`src/mdr_pkg.sv`:
```
// Package for the multidrop serial receive/direction block.
// Assumes a single 200 MHz clock and a 16x oversampled bit clock.
package mdr_pkg;
    localparam int unsigned CLK_HZ         = 200_000_000;
    localparam int unsigned BAUD_DIV_RST   = 1736;
    localparam int unsigned DATA_BITS      = 8;
    localparam int unsigned FRAME_BITS     = 9;
    localparam int unsigned FIFO_DEPTH     = 4;
    localparam int unsigned FIFO_WIDTH     = 9;
    localparam int unsigned PIN_SYNC_STAGES = 3;
    localparam logic [7:0]  NODE_ADDR_RST  = 8'h00;
    localparam logic        RX_EN_RST      = 1'b0;
    localparam int unsigned OVERSAMPLE     = 16;
    localparam int unsigned HALF_SAMPLE    = 8;
    localparam int unsigned TURN_OFF_CYC   = 1;

    typedef enum logic [1:0] {
        MDR_RX_IDLE,
        MDR_RX_START,
        MDR_RX_DATA,
        MDR_RX_STOP
    } mdr_rx_state_t;

    typedef enum logic [1:0] {
        MDR_TX_IDLE,
        MDR_TX_START,
        MDR_TX_DATA,
        MDR_TX_STOP
    } mdr_tx_state_t;
endpackage

```
`src/mdr_fifo_if.sv`:
```
// Interface carrying the receive stream into the word buffer.
// Assumes both modports sit on the same clock.
`timescale 1ns/1ps
interface mdr_fifo_if #(parameter int WIDTH = 9);
    logic [WIDTH-1:0] wr_data;
    logic             wr_valid;
    logic             wr_ready;
    logic [WIDTH-1:0] rd_data;
    logic             rd_valid;
    logic             rd_ready;
    modport src (output wr_data, output wr_valid, input wr_ready,
                 input rd_data, input rd_valid, output rd_ready);
    modport buf_side (input wr_data, input wr_valid, output wr_ready,
                      output rd_data, output rd_valid, input rd_ready);
endinterface

```
`src/mdr_fifo.sv`:
```
// Receive word buffer, registered read data, valid/ready on both sides.
// Assumes one clock; depth is a power of two.
`timescale 1ns/1ps
module mdr_fifo
    import mdr_pkg::*;
#(
    parameter int WIDTH = 9,
    parameter int DEPTH = 4
) (
    input  wire logic  clock,
    input  wire logic  rst,
    input  wire logic  clk_en,
    mdr_fifo_if.buf_side f
);
    localparam int AW = $clog2(DEPTH);

    logic [WIDTH-1:0] mem_q [DEPTH];
    logic [AW:0]      wp_q, wp_d, rp_q, rp_d;
    logic [WIDTH-1:0] out_q, out_d;
    logic             ov_q, ov_d;
    logic             full, empty, push, pop;

    assign full       = (wp_q[AW] != rp_q[AW]) &&
                        (wp_q[AW-1:0] == rp_q[AW-1:0]);
    assign empty      = (wp_q == rp_q);
    assign f.wr_ready = !full;
    assign f.rd_valid = ov_q;
    assign f.rd_data  = out_q;

    always_comb begin
        push = f.wr_valid && !full;
        pop  = !empty && (!ov_q || f.rd_ready);
        wp_d = push ? wp_q + 1'b1 : wp_q;
        rp_d = pop ? rp_q + 1'b1 : rp_q;
        out_d = pop ? mem_q[rp_q[AW-1:0]] : out_q;
        ov_d  = pop ? 1'b1 : (f.rd_ready ? 1'b0 : ov_q);
    end

    always_ff @(posedge clock) begin
        if (rst) begin
            wp_q  <= '0;
            rp_q  <= '0;
            out_q <= '0;
            ov_q  <= 1'b0;
        end else if (clk_en) begin
            wp_q  <= wp_d;
            rp_q  <= rp_d;
            out_q <= out_d;
            ov_q  <= ov_d;
            if (push) begin
                mem_q[wp_q[AW-1:0]] <= f.wr_data;
            end
        end
    end
endmodule

```
`src/mdr_port.sv`:
```
// Multidrop serial port: 9-bit receiver with address filtering,
// 9-bit transmitter with automatic driver direction control.
// Assumes pins are asynchronous; control bits come from plain ports.
//
// Overview of operation
// - Software picks manual or automatic rejection of foreign data.
// - Normal mode: ninth bit set raises parity error flag and event.
// - Normal mode, receiver off: data bytes are dropped, not buffered.
// - Normal mode, receiver off: address bytes buffered, data ready raised.
// - Normal mode, receiver on: every byte is buffered.
// - Normal mode, receiver on: address byte raises parity error event.
// - Auto mode compares address bytes with an 8-bit node address.
// - Auto mode, receiver off: data and foreign addresses are discarded.
// - Matching address while off: buffered with ninth bit, receiver enabled.
// - Auto mode, receiver on: bytes buffered until foreign address arrives.
// - Foreign address while on: receiver disabled, byte not buffered.
// - Auto direction: transmitter drives chosen RTS or DTR itself.
// - Driver enable released promptly after final stop bit.
`timescale 1ns/1ps
module mdr_port
    import mdr_pkg::*;
#(
    parameter int        FIFO_W   = FIFO_WIDTH,
    parameter int        FIFO_D   = FIFO_DEPTH,
    parameter bit [15:0] BAUD_DIV = 16'(BAUD_DIV_RST)
) (
    input  wire logic       clock,
    input  wire logic       rst,
    input  wire logic       clk_en,
    // Mode and configuration
    input  wire logic       normal_multidrop_mode,
    input  wire logic       auto_address_detect_mode,
    input  wire logic [7:0] node_address_match_value,
    input  wire logic       rx_enable_wr,
    input  wire logic       rx_enable_wdata,
    input  wire logic       auto_dir_enable,
    input  wire logic       dir_select_dtr,
    input  wire logic       dir_invert,
    // Receive side
    input  wire logic       rxd_pin,
    output logic [8:0]      rx_data,
    output logic            rx_valid,
    input  wire logic       rx_ready,
    output logic            rx_enable,
    output logic            parity_error_pulse,
    output logic            rx_data_ready_pulse,
    output logic            rx_overrun_pulse,
    // Transmit side
    input  wire logic [8:0] tx_data,
    input  wire logic       tx_valid,
    output logic            tx_ready,
    input  wire logic       tx_more_queued,
    output logic            txd_pin,
    output logic            tx_busy,
    output logic            rts_pin,
    output logic            dtr_pin
);

    ////////////////////////////////////////////////////////////////////
    // Pin synchroniser, three stages

    logic [PIN_SYNC_STAGES-1:0] rx_sync_q, rx_sync_d;
    logic                       rx_line_q, rx_line_d;

    always_comb begin
        rx_sync_d = {rx_sync_q[PIN_SYNC_STAGES-2:0], rxd_pin};
        // Only move once second and third stages agree
        rx_line_d = (rx_sync_q[1] == rx_sync_q[2]) ? rx_sync_q[2] : rx_line_q;
    end

    always_ff @(posedge clock) begin
        if (rst) begin
            rx_sync_q <= '1;
            rx_line_q <= 1'b1;
        end else if (clk_en) begin
            rx_sync_q <= rx_sync_d;
            rx_line_q <= rx_line_d;
        end
    end

    ////////////////////////////////////////////////////////////////////
    // Oversample tick shared by both directions

    logic [15:0] tick_cnt_q, tick_cnt_d;
    logic        tick;

    always_comb begin
        tick       = (tick_cnt_q == 16'h0000);
        tick_cnt_d = tick ? (BAUD_DIV / 16'(OVERSAMPLE)) - 16'h0001
                          : tick_cnt_q - 16'h0001;
    end

    always_ff @(posedge clock) begin
        if (rst) begin
            tick_cnt_q <= '0;
        end else if (clk_en) begin
            tick_cnt_q <= tick_cnt_d;
        end
    end

    ////////////////////////////////////////////////////////////////////
    // Receiver framing: start, 8 data, ninth bit, stop

    mdr_rx_state_t rx_st_q, rx_st_d;
    logic [3:0]    rx_os_q, rx_os_d;
    logic [3:0]    rx_bit_q, rx_bit_d;
    logic [8:0]    rx_sh_q, rx_sh_d;
    logic          rx_done;

    always_comb begin
        rx_st_d  = rx_st_q;
        rx_os_d  = rx_os_q;
        rx_bit_d = rx_bit_q;
        rx_sh_d  = rx_sh_q;
        rx_done  = 1'b0;
        case (rx_st_q)
            MDR_RX_IDLE: begin
                if (!rx_line_q) begin
                    rx_st_d = MDR_RX_START;
                    rx_os_d = '0;
                end
            end
            MDR_RX_START: begin
                if (tick) begin
                    rx_os_d = rx_os_q + 4'h1;
                    if (rx_os_q == 4'(HALF_SAMPLE - 1)) begin
                        // Glitch on the start bit returns to idle
                        rx_st_d  = rx_line_q ? MDR_RX_IDLE : MDR_RX_DATA;
                        rx_os_d  = '0;
                        rx_bit_d = '0;
                    end
                end
            end
            MDR_RX_DATA: begin
                if (tick) begin
                    rx_os_d = rx_os_q + 4'h1;
                    if (rx_os_q == 4'(OVERSAMPLE - 1)) begin
                        rx_sh_d  = {rx_line_q, rx_sh_q[8:1]};
                        rx_bit_d = rx_bit_q + 4'h1;
                        if (rx_bit_q == 4'(FRAME_BITS - 1)) begin
                            rx_st_d = MDR_RX_STOP;
                        end
                    end
                end
            end
            MDR_RX_STOP: begin
                if (tick) begin
                    rx_os_d = rx_os_q + 4'h1;
                    if (rx_os_q == 4'(OVERSAMPLE - 1)) begin
                        rx_st_d = MDR_RX_IDLE;
                        rx_done = 1'b1;
                    end
                end
            end
            default: rx_st_d = MDR_RX_IDLE;
        endcase
    end

    always_ff @(posedge clock) begin
        if (rst) begin
            rx_st_q  <= MDR_RX_IDLE;
            rx_os_q  <= '0;
            rx_bit_q <= '0;
            rx_sh_q  <= '0;
        end else if (clk_en) begin
            rx_st_q  <= rx_st_d;
            rx_os_q  <= rx_os_d;
            rx_bit_q <= rx_bit_d;
            rx_sh_q  <= rx_sh_d;
        end
    end

    ////////////////////////////////////////////////////////////////////
    // Address filter and receiver enable

    mdr_fifo_if #(.WIDTH(FIFO_W)) rxf ();

    logic rx_en_q, rx_en_d;
    logic is_addr, addr_match, store;
    logic pe_q, pe_d, rdy_q, rdy_d, ovr_q, ovr_d;

    always_comb begin
        // Ninth bit marks an address character
        is_addr    = rx_sh_q[8];
        addr_match = (rx_sh_q[7:0] == node_address_match_value);
        rx_en_d    = rx_enable_wr ? rx_enable_wdata : rx_en_q;
        store      = 1'b0;
        pe_d       = 1'b0;
        if (rx_done) begin
            if (auto_address_detect_mode) begin
                if (!rx_en_q) begin
                    if (is_addr && addr_match) begin
                        store   = 1'b1;
                        rx_en_d = 1'b1;
                    end
                    // Else discarded
                end else if (is_addr && !addr_match) begin
                    rx_en_d = 1'b0;
                end else begin
                    store = 1'b1;
                end
            end else if (normal_multidrop_mode) begin
                pe_d  = is_addr;
                // Off: address only on: all
                store = rx_en_q || is_addr;
            end else begin
                // Plain port: everything buffered, enable honoured
                store = rx_en_q;
            end
        end
        rdy_d = store && rxf.wr_ready;
        ovr_d = store && !rxf.wr_ready;
    end

    assign rxf.wr_data  = rx_sh_q;
    assign rxf.wr_valid = store;
    assign rxf.rd_ready = rx_ready;

    always_ff @(posedge clock) begin
        if (rst) begin
            rx_en_q <= RX_EN_RST;
            pe_q    <= 1'b0;
            rdy_q   <= 1'b0;
            ovr_q   <= 1'b0;
        end else if (clk_en) begin
            rx_en_q <= rx_en_d;
            pe_q    <= pe_d;
            rdy_q   <= rdy_d;
            ovr_q   <= ovr_d;
        end
    end

    mdr_fifo #(.WIDTH(FIFO_W), .DEPTH(FIFO_D)) u_rx_fifo (
        .clock  (clock),
        .rst    (rst),
        .clk_en (clk_en),
        .f      (rxf)
    );

    assign rx_data             = rxf.rd_data;
    assign rx_valid            = rxf.rd_valid;
    assign rx_enable           = rx_en_q;
    assign parity_error_pulse  = pe_q;
    assign rx_data_ready_pulse = rdy_q;
    assign rx_overrun_pulse    = ovr_q;

    ////////////////////////////////////////////////////////////////////
    // Transmitter with direction control

    mdr_tx_state_t tx_st_q, tx_st_d;
    logic [3:0]    tx_os_q, tx_os_d;
    logic [3:0]    tx_bit_q, tx_bit_d;
    logic [8:0]    tx_sh_q, tx_sh_d;
    logic          txd_q, txd_d;
    logic          dir_q, dir_d;
    logic          tx_take;

    always_comb begin
        tx_st_d  = tx_st_q;
        tx_os_d  = tx_os_q;
        tx_bit_d = tx_bit_q;
        tx_sh_d  = tx_sh_q;
        txd_d    = txd_q;
        tx_take  = 1'b0;
        case (tx_st_q)
            MDR_TX_IDLE: begin
                txd_d = 1'b1;
                // Wait one idle cycle with direction up before start bit
                if (tx_valid && dir_q && auto_dir_enable) begin
                    tx_take = 1'b1;
                    tx_sh_d = tx_data;
                    tx_st_d = MDR_TX_START;
                    tx_os_d = '0;
                    txd_d   = 1'b0;
                end
            end
            MDR_TX_START: begin
                if (tick) begin
                    tx_os_d = tx_os_q + 4'h1;
                    if (tx_os_q == 4'(OVERSAMPLE - 1)) begin
                        tx_st_d  = MDR_TX_DATA;
                        tx_bit_d = '0;
                        txd_d    = tx_sh_q[0];
                    end
                end
            end
            MDR_TX_DATA: begin
                if (tick) begin
                    tx_os_d = tx_os_q + 4'h1;
                    if (tx_os_q == 4'(OVERSAMPLE - 1)) begin
                        tx_sh_d  = {1'b0, tx_sh_q[8:1]};
                        tx_bit_d = tx_bit_q + 4'h1;
                        if (tx_bit_q == 4'(FRAME_BITS - 1)) begin
                            tx_st_d = MDR_TX_STOP;
                            txd_d   = 1'b1;
                        end else begin
                            txd_d = tx_sh_q[1];
                        end
                    end
                end
            end
            MDR_TX_STOP: begin
                if (tick) begin
                    tx_os_d = tx_os_q + 4'h1;
                    if (tx_os_q == 4'(OVERSAMPLE - 1)) begin
                        tx_st_d = MDR_TX_IDLE;
                    end
                end
            end
            default: tx_st_d = MDR_TX_IDLE;
        endcase
        // Drop right after stop bit unless more is queued
        dir_d = auto_dir_enable &&
                (tx_valid || tx_more_queued ||
                 (tx_st_d != MDR_TX_IDLE));
    end

    always_ff @(posedge clock) begin
        if (rst) begin
            tx_st_q  <= MDR_TX_IDLE;
            tx_os_q  <= '0;
            tx_bit_q <= '0;
            tx_sh_q  <= '0;
            txd_q    <= 1'b1;
            dir_q    <= 1'b0;
        end else if (clk_en) begin
            tx_st_q  <= tx_st_d;
            tx_os_q  <= tx_os_d;
            tx_bit_q <= tx_bit_d;
            tx_sh_q  <= tx_sh_d;
            txd_q    <= txd_d;
            dir_q    <= dir_d;
        end
    end

    assign tx_ready = tx_take;
    assign txd_pin  = txd_q;
    assign tx_busy  = (tx_st_q != MDR_TX_IDLE);
    // Unselected pin idles inactive
    assign rts_pin  = (!dir_select_dtr && dir_q) ^ dir_invert;
    assign dtr_pin  = (dir_select_dtr && dir_q) ^ dir_invert;

endmodule

```
`config.mk`:
```
export PLATFORM = sky130hd
export DESIGN_NAME = mdr_port
export DESIGN_NICKNAME = d
export VERILOG_FILES = /design/src/mdr_pkg.sv /design/src/mdr_fifo_if.sv /design/src/mdr_fifo.sv /design/src/mdr_port.sv
export SDC_FILE = /design/constraint.sdc
export NUM_CORES = 1
export LEC_CHECK = 0
export BUFFER_PORTS_ARGS = -buffer_cell sky130_fd_sc_hd__clkbuf_2
export CAP_MARGIN = 5
export CORE_ASPECT_RATIO = 0.9
export CORE_MARGIN = 2
export CORE_UTILIZATION = 50
export CTS_CLUSTER_DIAMETER = 200
export DETAILED_ROUTE_END_ITERATION = 10
export GPL_TIMING_DRIVEN = 0
export PLACE_DENSITY = 0.69
export SLEW_MARGIN = 20
export SYNTH_ARGS = -nofsm -noshare
export SYNTH_HDL_FRONTEND = slang
export SYNTH_SLANG_ARGS = --single-unit
export TNS_END_PERCENT = 50
```
`constraint.sdc`:
```
create_clock -name clock -period 3.3 [get_ports clock]
set_input_delay 0.165 -clock clock [delete_from_list [all_inputs] [get_ports clock]]
set_output_delay 0.165 -clock clock [all_outputs]
set_load 0.02 [all_outputs]
```
== Word-level counts from Yosys, hierarchy flattened ==
Memories as Yosys holds them, arrays and structs flattened. A register that Yosys moved wholly into a read port is not among the register bits.
Cells that the tools add are included.
Cells by class
  add/sub/neg operators: 7
  multipliers: 0
  div/mod/pow operators: 0
  $lt $le $gt $ge: 0
  eq/ne operators: 31
  shift-type cells: 0
  multiplexer cells: 75
  bitwise gates (word level): 2
  reductions and logical operators: 44
Operator list (count)
  2-to-1 mux 4 bit: 14
  2-to-1 mux 2 bit: 17
  2-to-1 mux 1 bit: 32
  2-to-1 mux 9 bit: 3
  inequality test 2 bit (second input constant): 13
  one-hot mux 4 bit (2 select lines): 3
  one-hot mux 9 bit (2 select lines): 1
  AND reduction 6 bit: 3
  adder 4 x 1 -> 4 bit (second input constant): 4
  == test 4 bit (second input constant): 4
  zero test 16 bit: 1
  2-to-1 mux 16 bit: 1
  one-hot mux 2 bit (4 select lines): 2
  subtractor 16 x 1 -> 16 bit (second input constant): 1
  one-hot mux 4 bit (3 select lines): 1
  nonzero test 2 bit: 6
  logical AND 1 bit: 11
  AND reduction 9 bit: 1
  == test 2 bit (second input constant): 4
  == test 8 bit: 1
  AND reduction 2 bit: 4
  AND reduction 4 bit: 2
  adder 3 x 1 -> 3 bit (second input constant): 2
  zero test 1 bit: 5
  16 further kinds: 23
Storage, ports and cells
  flip-flop bits (word level): 71
  latch bits: 0
  RAM bits: 36
  ROM bits: 0
  input port bits: 31
  word-level logic and storage cells: 180
  memories: 1
Memory list
  u_rx_fifo.mem_q: words 4, bits a word 9, read ports 1, clocked after Yosys merged registers in 1, wr ports 1, RTL line mdr_fifo.sv:17  | logic [WIDTH-1:0] mem_q [DEPTH];

== Logic depth before layout (Yosys ltp) ==
  depth after elaboration: 12
  gate-level depth with buffers: 11

== Hierarchy ==
Synthesis repeated with hierarchy kept, for this count alone.
Second synthesis, totals
  cells, all modules: 526
  area total of the unflattened synthesis: 5510.3 um^2
By module, submodules not included
  mdr_port: instances 1, cells an instance 401, area each 3424.5 um^2
  mdr_fifo: instances 1, cells an instance 125, area each 2085.8 um^2

== Least setup slack after synthesis ==
Ideal clock, no wire load.
  path kind: flip-flop to flip-flop
  start point: register tick_cnt_q[0]
  end point: memory u_rx_fifo.mem_q[3][0] (enable)
  library setup time: 0.337 ns
  arrival: 1.994 ns
  slack: 0.969 ns
  cell stages (with the launch flop): 10
  buffers on the path: 1
  clock period less this slack: 2.331 ns
  cells stage by stage: dfxtp_1 -> inv_1 -> ha_1 -> nor4b_1 -> nand4_1 -> clkbuf_1 -> nor2_1 -> nand4bb_1 -> nor2_1 -> and2_1
On the way
  cells in the longest elaborated chain, start to end: 9
RTL lines
  from (decl): RTL line mdr_port.sv:84  | logic [15:0] tick_cnt_q, tick_cnt_d;
  from (signal assigned): RTL line mdr_port.sv:97  | tick_cnt_q <= tick_cnt_d;
  zero test 16 bit: RTL line mdr_port.sv:88  | tick = (tick_cnt_q == 16'h0000);
  2-to-1 mux 1 bit: RTL line mdr_port.sv:147  | if (tick) begin
  2-to-1 mux 1 bit: RTL line mdr_port.sv:116  | case (rx_st_q)
  2-to-1 mux 1 bit: RTL line mdr_port.sv:189  | if (rx_done) begin
  logical AND 1 bit: RTL line mdr_fifo.sv:31  | push = f.wr_valid && !full;
  2-to-1 mux 1 bit: RTL line mdr_fifo.sv:50  | if (push) begin
  2-to-1 mux 1 bit: RTL line mdr_fifo.sv:45  | end else if (clk_en) begin
  2-to-1 mux 1 bit: RTL line mdr_fifo.sv:40  | if (rst) begin
  2-to-1 mux 1 bit (implied by the code): RTL line mdr_fifo.sv:51  | mem_q[wp_q[AW-1:0]] <= f.wr_data;
  to (decl): RTL line mdr_fifo.sv:17
Every way passes these cells.

== Worst setup path in the final report ==
  start point: register tick_cnt_q[0]
  end point: memory u_rx_fifo.mem_q[2][2] (enable)
Same word-level chain as after synthesis.

==> flow_summary.rst <==
.. list-table::
   :header-rows: 1

   * - Metric
     - Value
   * - Number of unique standard cell types used by synthesis
     - 58
   * - Power Density
     - around 640 nW/um^2
   * - Clock slew at the register clock pins of the worst setup and hold paths
     - 50 ps
   * - Portion of the post-synthesis area used by sequential elements
     - about half
   * - DRC violations left
     - 0
   * - Peak clock frequency supported by timing
     - 331.6 MHz
   * - Half-perimeter wire length after placement
     - 8319 microns
   * - Most frequent cell after synthesis
     - nor2_1
   * - Yosys warning count
     - 0
   * - Commonest cells in the synthesized netlist
     - nor2_1 (82), dfxtp_1 (80), edfxtp_1 (36)
   * - Number of top-level pins
     - 50
   * - Class of the worst hold path
     - primary input to flip-flop
   * - Worst Skew
     - about 8.8 ps
   * - Pre-Repair DR Iteration Count
     - 5
   * - Required time worst endpoint
     - 3380 ps
   * - Syn_area_per_cell
     - between 10 and 15 sq um
   * - Number of global-route vias before repair
     - about 4.2k
   * - Routed via count
     - between 4k and 5k
   * - RSZ-0062 raised after global routing
     - false
   * - Number of antenna violations at the first check in global routing
     - 0
   * - Cells after Synth
     - ~530
   * - Least-Margin Pin Slew
     - between 800 and 900 ps
   * - Area growth, synth to finish
     - 19.15%
   * - Root cell of the clock tree
     - clkbuf_16
   * - Share of final-layout standard cells stronger than drive strength 1
     - 17.57%
   * - Critical-path cell list
     - inv_1, ha_1, nor4b_1, nand4_1, clkbuf_1, nor2_1, nand4bb_1, nor2_1, and2_2
   * - Final setup fails
     - 0
   * - Std cell rows
     - 36
   * - Filler cell count in the final layout
     - roughly 870
   * - Placer congestion estimate
     - about 0.85
   * - Most common cell type on the critical path
     - nor2_1
   * - Flops & latches, synth
     - 116
   * - Number of nets in the layout
     - 644
   * - Min cycle time layout
     - 3015 ps
   * - Ant diodes
     - 0
   * - Dominant cells by area after synthesis
     - dfxtp_1 (30%), edfxtp_1 (20%), mux2i_1 (5.7%)
   * - H-tree levels
     - 4
   * - Pin count of the biggest net entering global routing
     - 17
   * - Area of the core
     - ~11,000 sq um
   * - Leading register cell type out of synthesis
     - dfxtp_1
   * - Critical Setup Path Class
     - flip-flop to flip-flop
   * - Share of synthesized flip-flops with an asynchronous set or reset
     - 0%
   * - Period Utilization, post-route
     - between 90% and 100%
   * - Port Buffer Count
     - 48
   * - Status
     - completed
   * - Post-route ant nets
     - 0
   * - Die area
     - about 12,000 sq um
   * - Routed wire length
     - roughly 12,000 microns
   * - Synthesized net count
     - 575
   * - Startpoint kind of the worst setup timing path
     - flip-flop
   * - First-pass GRT wire length
     - between 20,000 and 25,000 microns
   * - Global route total overflow
     - 0
   * - Number of synthesized flops with an enable pin
     - 36
   * - Routed WL per cell
     - between 15 and 20 microns
   * - Number of buffers inserted to repair setup after CTS
     - 0
   * - CP max stage delay
     - 380 ps
   * - CTS tree
     - yes
   * - Max Transition Viols Final
     - 0
   * - Maximum clock insertion buffer count
     - 2
   * - Leakage
     - 0.002621 uW
   * - Peak supply drop
     - about 0.44 mV
   * - Setup crit end kind
     - flip-flop
   * - Sinks on the clock net
     - around 120
   * - Number of buffers added by the clock tree synthesis step
     - 17
   * - Die span in x
     - about 110 microns
   * - Count of final hold-check violations
     - 0
   * - Relative slew margins
     - around 41%
   * - Worst skew pair latency
     - a little over 400 ps
   * - Overall power consumption
     - 4130 uW
   * - GRT Resource Usage Total
     - 22.59%
   * - Max-cap violations
     - 0
   * - Average via count per standard cell
     - 5.648
   * - Die Span Y
     - between 100 and 150 microns
   * - Peak fanout along the critical path
     - 10
   * - Initial core utilization
     - 50.74%
   * - 1st-iter DRT viols
     - between 200 and 250
   * - Library cell occupying the most area in the post-synthesis netlist
     - dfxtp_1
   * - Setup tns final
     - 0 ps
   * - Cell area after synthesis
     - 5416 sq um
   * - Crit path max-delay cell type
     - and2_2
   * - Area share of the largest cell type after synthesis
     - between 20% and 30%
   * - Worst path arrival time
     - between 3000 and 4000 ps
placed cells by master, fill, tap and decap left out, drive strengths merged, types with 3 or more instances in the layout:
master    Yosys  routed
a211o         3       3
a211oi       11      11
a21oi        28      28
a22oi         5       5
a31oi         3       3
and2          4       4
bufinv        0       3
clkbuf       24      89
clkinv        0       5
clkinvlp      0       4
dfxtp        80      80
edfxtp       36      36
ha           17      17
inv          20      23
mux2i        31      31
mux4          9       9
nand2        26      26
nand2b        6       6
nand3        13      13
nand3b        4       4
nand4         4       4
nor2         82      82
nor2b         9       9
nor3          9       9
nor4          9       9
nor4b         3       3
o21ai        16      16
o31ai         3       3
or2           3       3
or3           4       4
or4           6       6
xnor2        17      17
xor2         15      15
final timing paths:
check	to	slack, ps	from	cells past startpoint
max	u_rx_fifo.mem_q[2][2]$_DFFE_PP_	280	tick_cnt_q[0]$_SDFFE_PP0P_	9
min	tx_sh_q[6]$_SDFFE_PP0P_	80	tx_data[6]	3
max reg2reg	u_rx_fifo.mem_q[2][2]$_DFFE_PP_	280	tick_cnt_q[0]$_SDFFE_PP0P_	9
min reg2reg	rx_sync_q[2]$_SDFFE_PP1P_	460	rx_sync_q[2]$_SDFFE_PP1P_	2
kinds of logic (layout without fill, tap and decap cells):
| family | after synthesis | in the layout | share of synthesized area, % |
|---|---|---|---|
| muxes | 41 | 41 | 9.679 |
| adders and majority gates | 17 | 17 | 3.927 |
| AOI/OAI and AO/OA | 82 | 82 | 9.494 |
| DFF | 116 | 116 | 49.53 |
| buffers and inverters | 47 | 129 | 4.112 |
| and+or+nand+nor | 192 | 192 | 18.09 |
| xor gates and xnor gates | 32 | 32 | 5.174 |
area by class of cell:
type / count / area, sq um / area share, %
multi-input combinational: 364 / 2516 / 38.99
clock inverter: 15 / 180.2 / 2.792
buffer: 27 / 147.6 / 2.288
inverter: 20 / 75.07 / 1.163
timing repair buffer: 50 / 260.3 / 4.033
sequential: 116 / 2683 / 41.57
tap: 133 / 166.4 / 2.579
clock buffer: 17 / 425.4 / 6.592
layer usage:
metal / vias to the layer above / wire (microns) / GRT usage (%) / part of all wire, %
met4: 0 / 184 / 7.411 / 1.5
met1: 2050 / 5600 / 28.87 / 46
met5: - / 0 / 0 / 0
met3: 18 / 527 / 6.055 / 4.3
met2: 103 / 5982 / 37.82 / 49
li1: 2020 / - / - / -
flip-flops by register name, indices dropped and copies added (netlist names), 2 cells and up, named ones only:
name,cells
tx_os_q,4
tx_st_q,2
rx_sh_q,9
u_rx_fifo.mem_q,36
u_rx_fifo.wp_q,3
rx_bit_q,4
u_rx_fifo.rp_q,3
u_rx_fifo.f.rd_data,9
rx_sync_q,3
tick_cnt_q,16
rx_os_q,4
tx_sh_q,9
tx_bit_q,4
through the flow:
step | hold slack [ps] | instance area [sq um] | utilization [%] | setup WS, ps | instances
finish | 77.37 | 6454 | 60.45 | 284.6 | 742
global route | 76.26 | 6454 | 60.45 | 79.35 | 742
CTS | 63.18 | 6449 | 60.41 | 175.1 | 742
detailed placement | 394.2 | 5823 | 54.55 | 207.9 | 708
global placement | 386.7 | 5823 | 54.55 | 265.3 | 708
floorplan | 287.4 | 5416 | - | 968.8 | 527
power breakdown:
group	leakage (uW)	switching, uW	internal, uW
Sequential	0.00107	101	1540
Combinational	0.00127	359	259
Clock	0.000282	677	1190
repair_timing:
action / CTS / global route
gates resized for setup: 0 / 4
endpoints found under the hold margin: 2 / 0
endpoints found under the setup margin: 0 / 36
hold buffers: 2 / 0
worst max-delay path, delay by kind of cell, from the launching register on:
family / cells / cell delay [ps]
simple gates: 6 / 1780
buf+inv: 2 / 380
flops: 1 / 330
fa+ha+maj: 1 / 180
(Power assumes the default switching activity.)
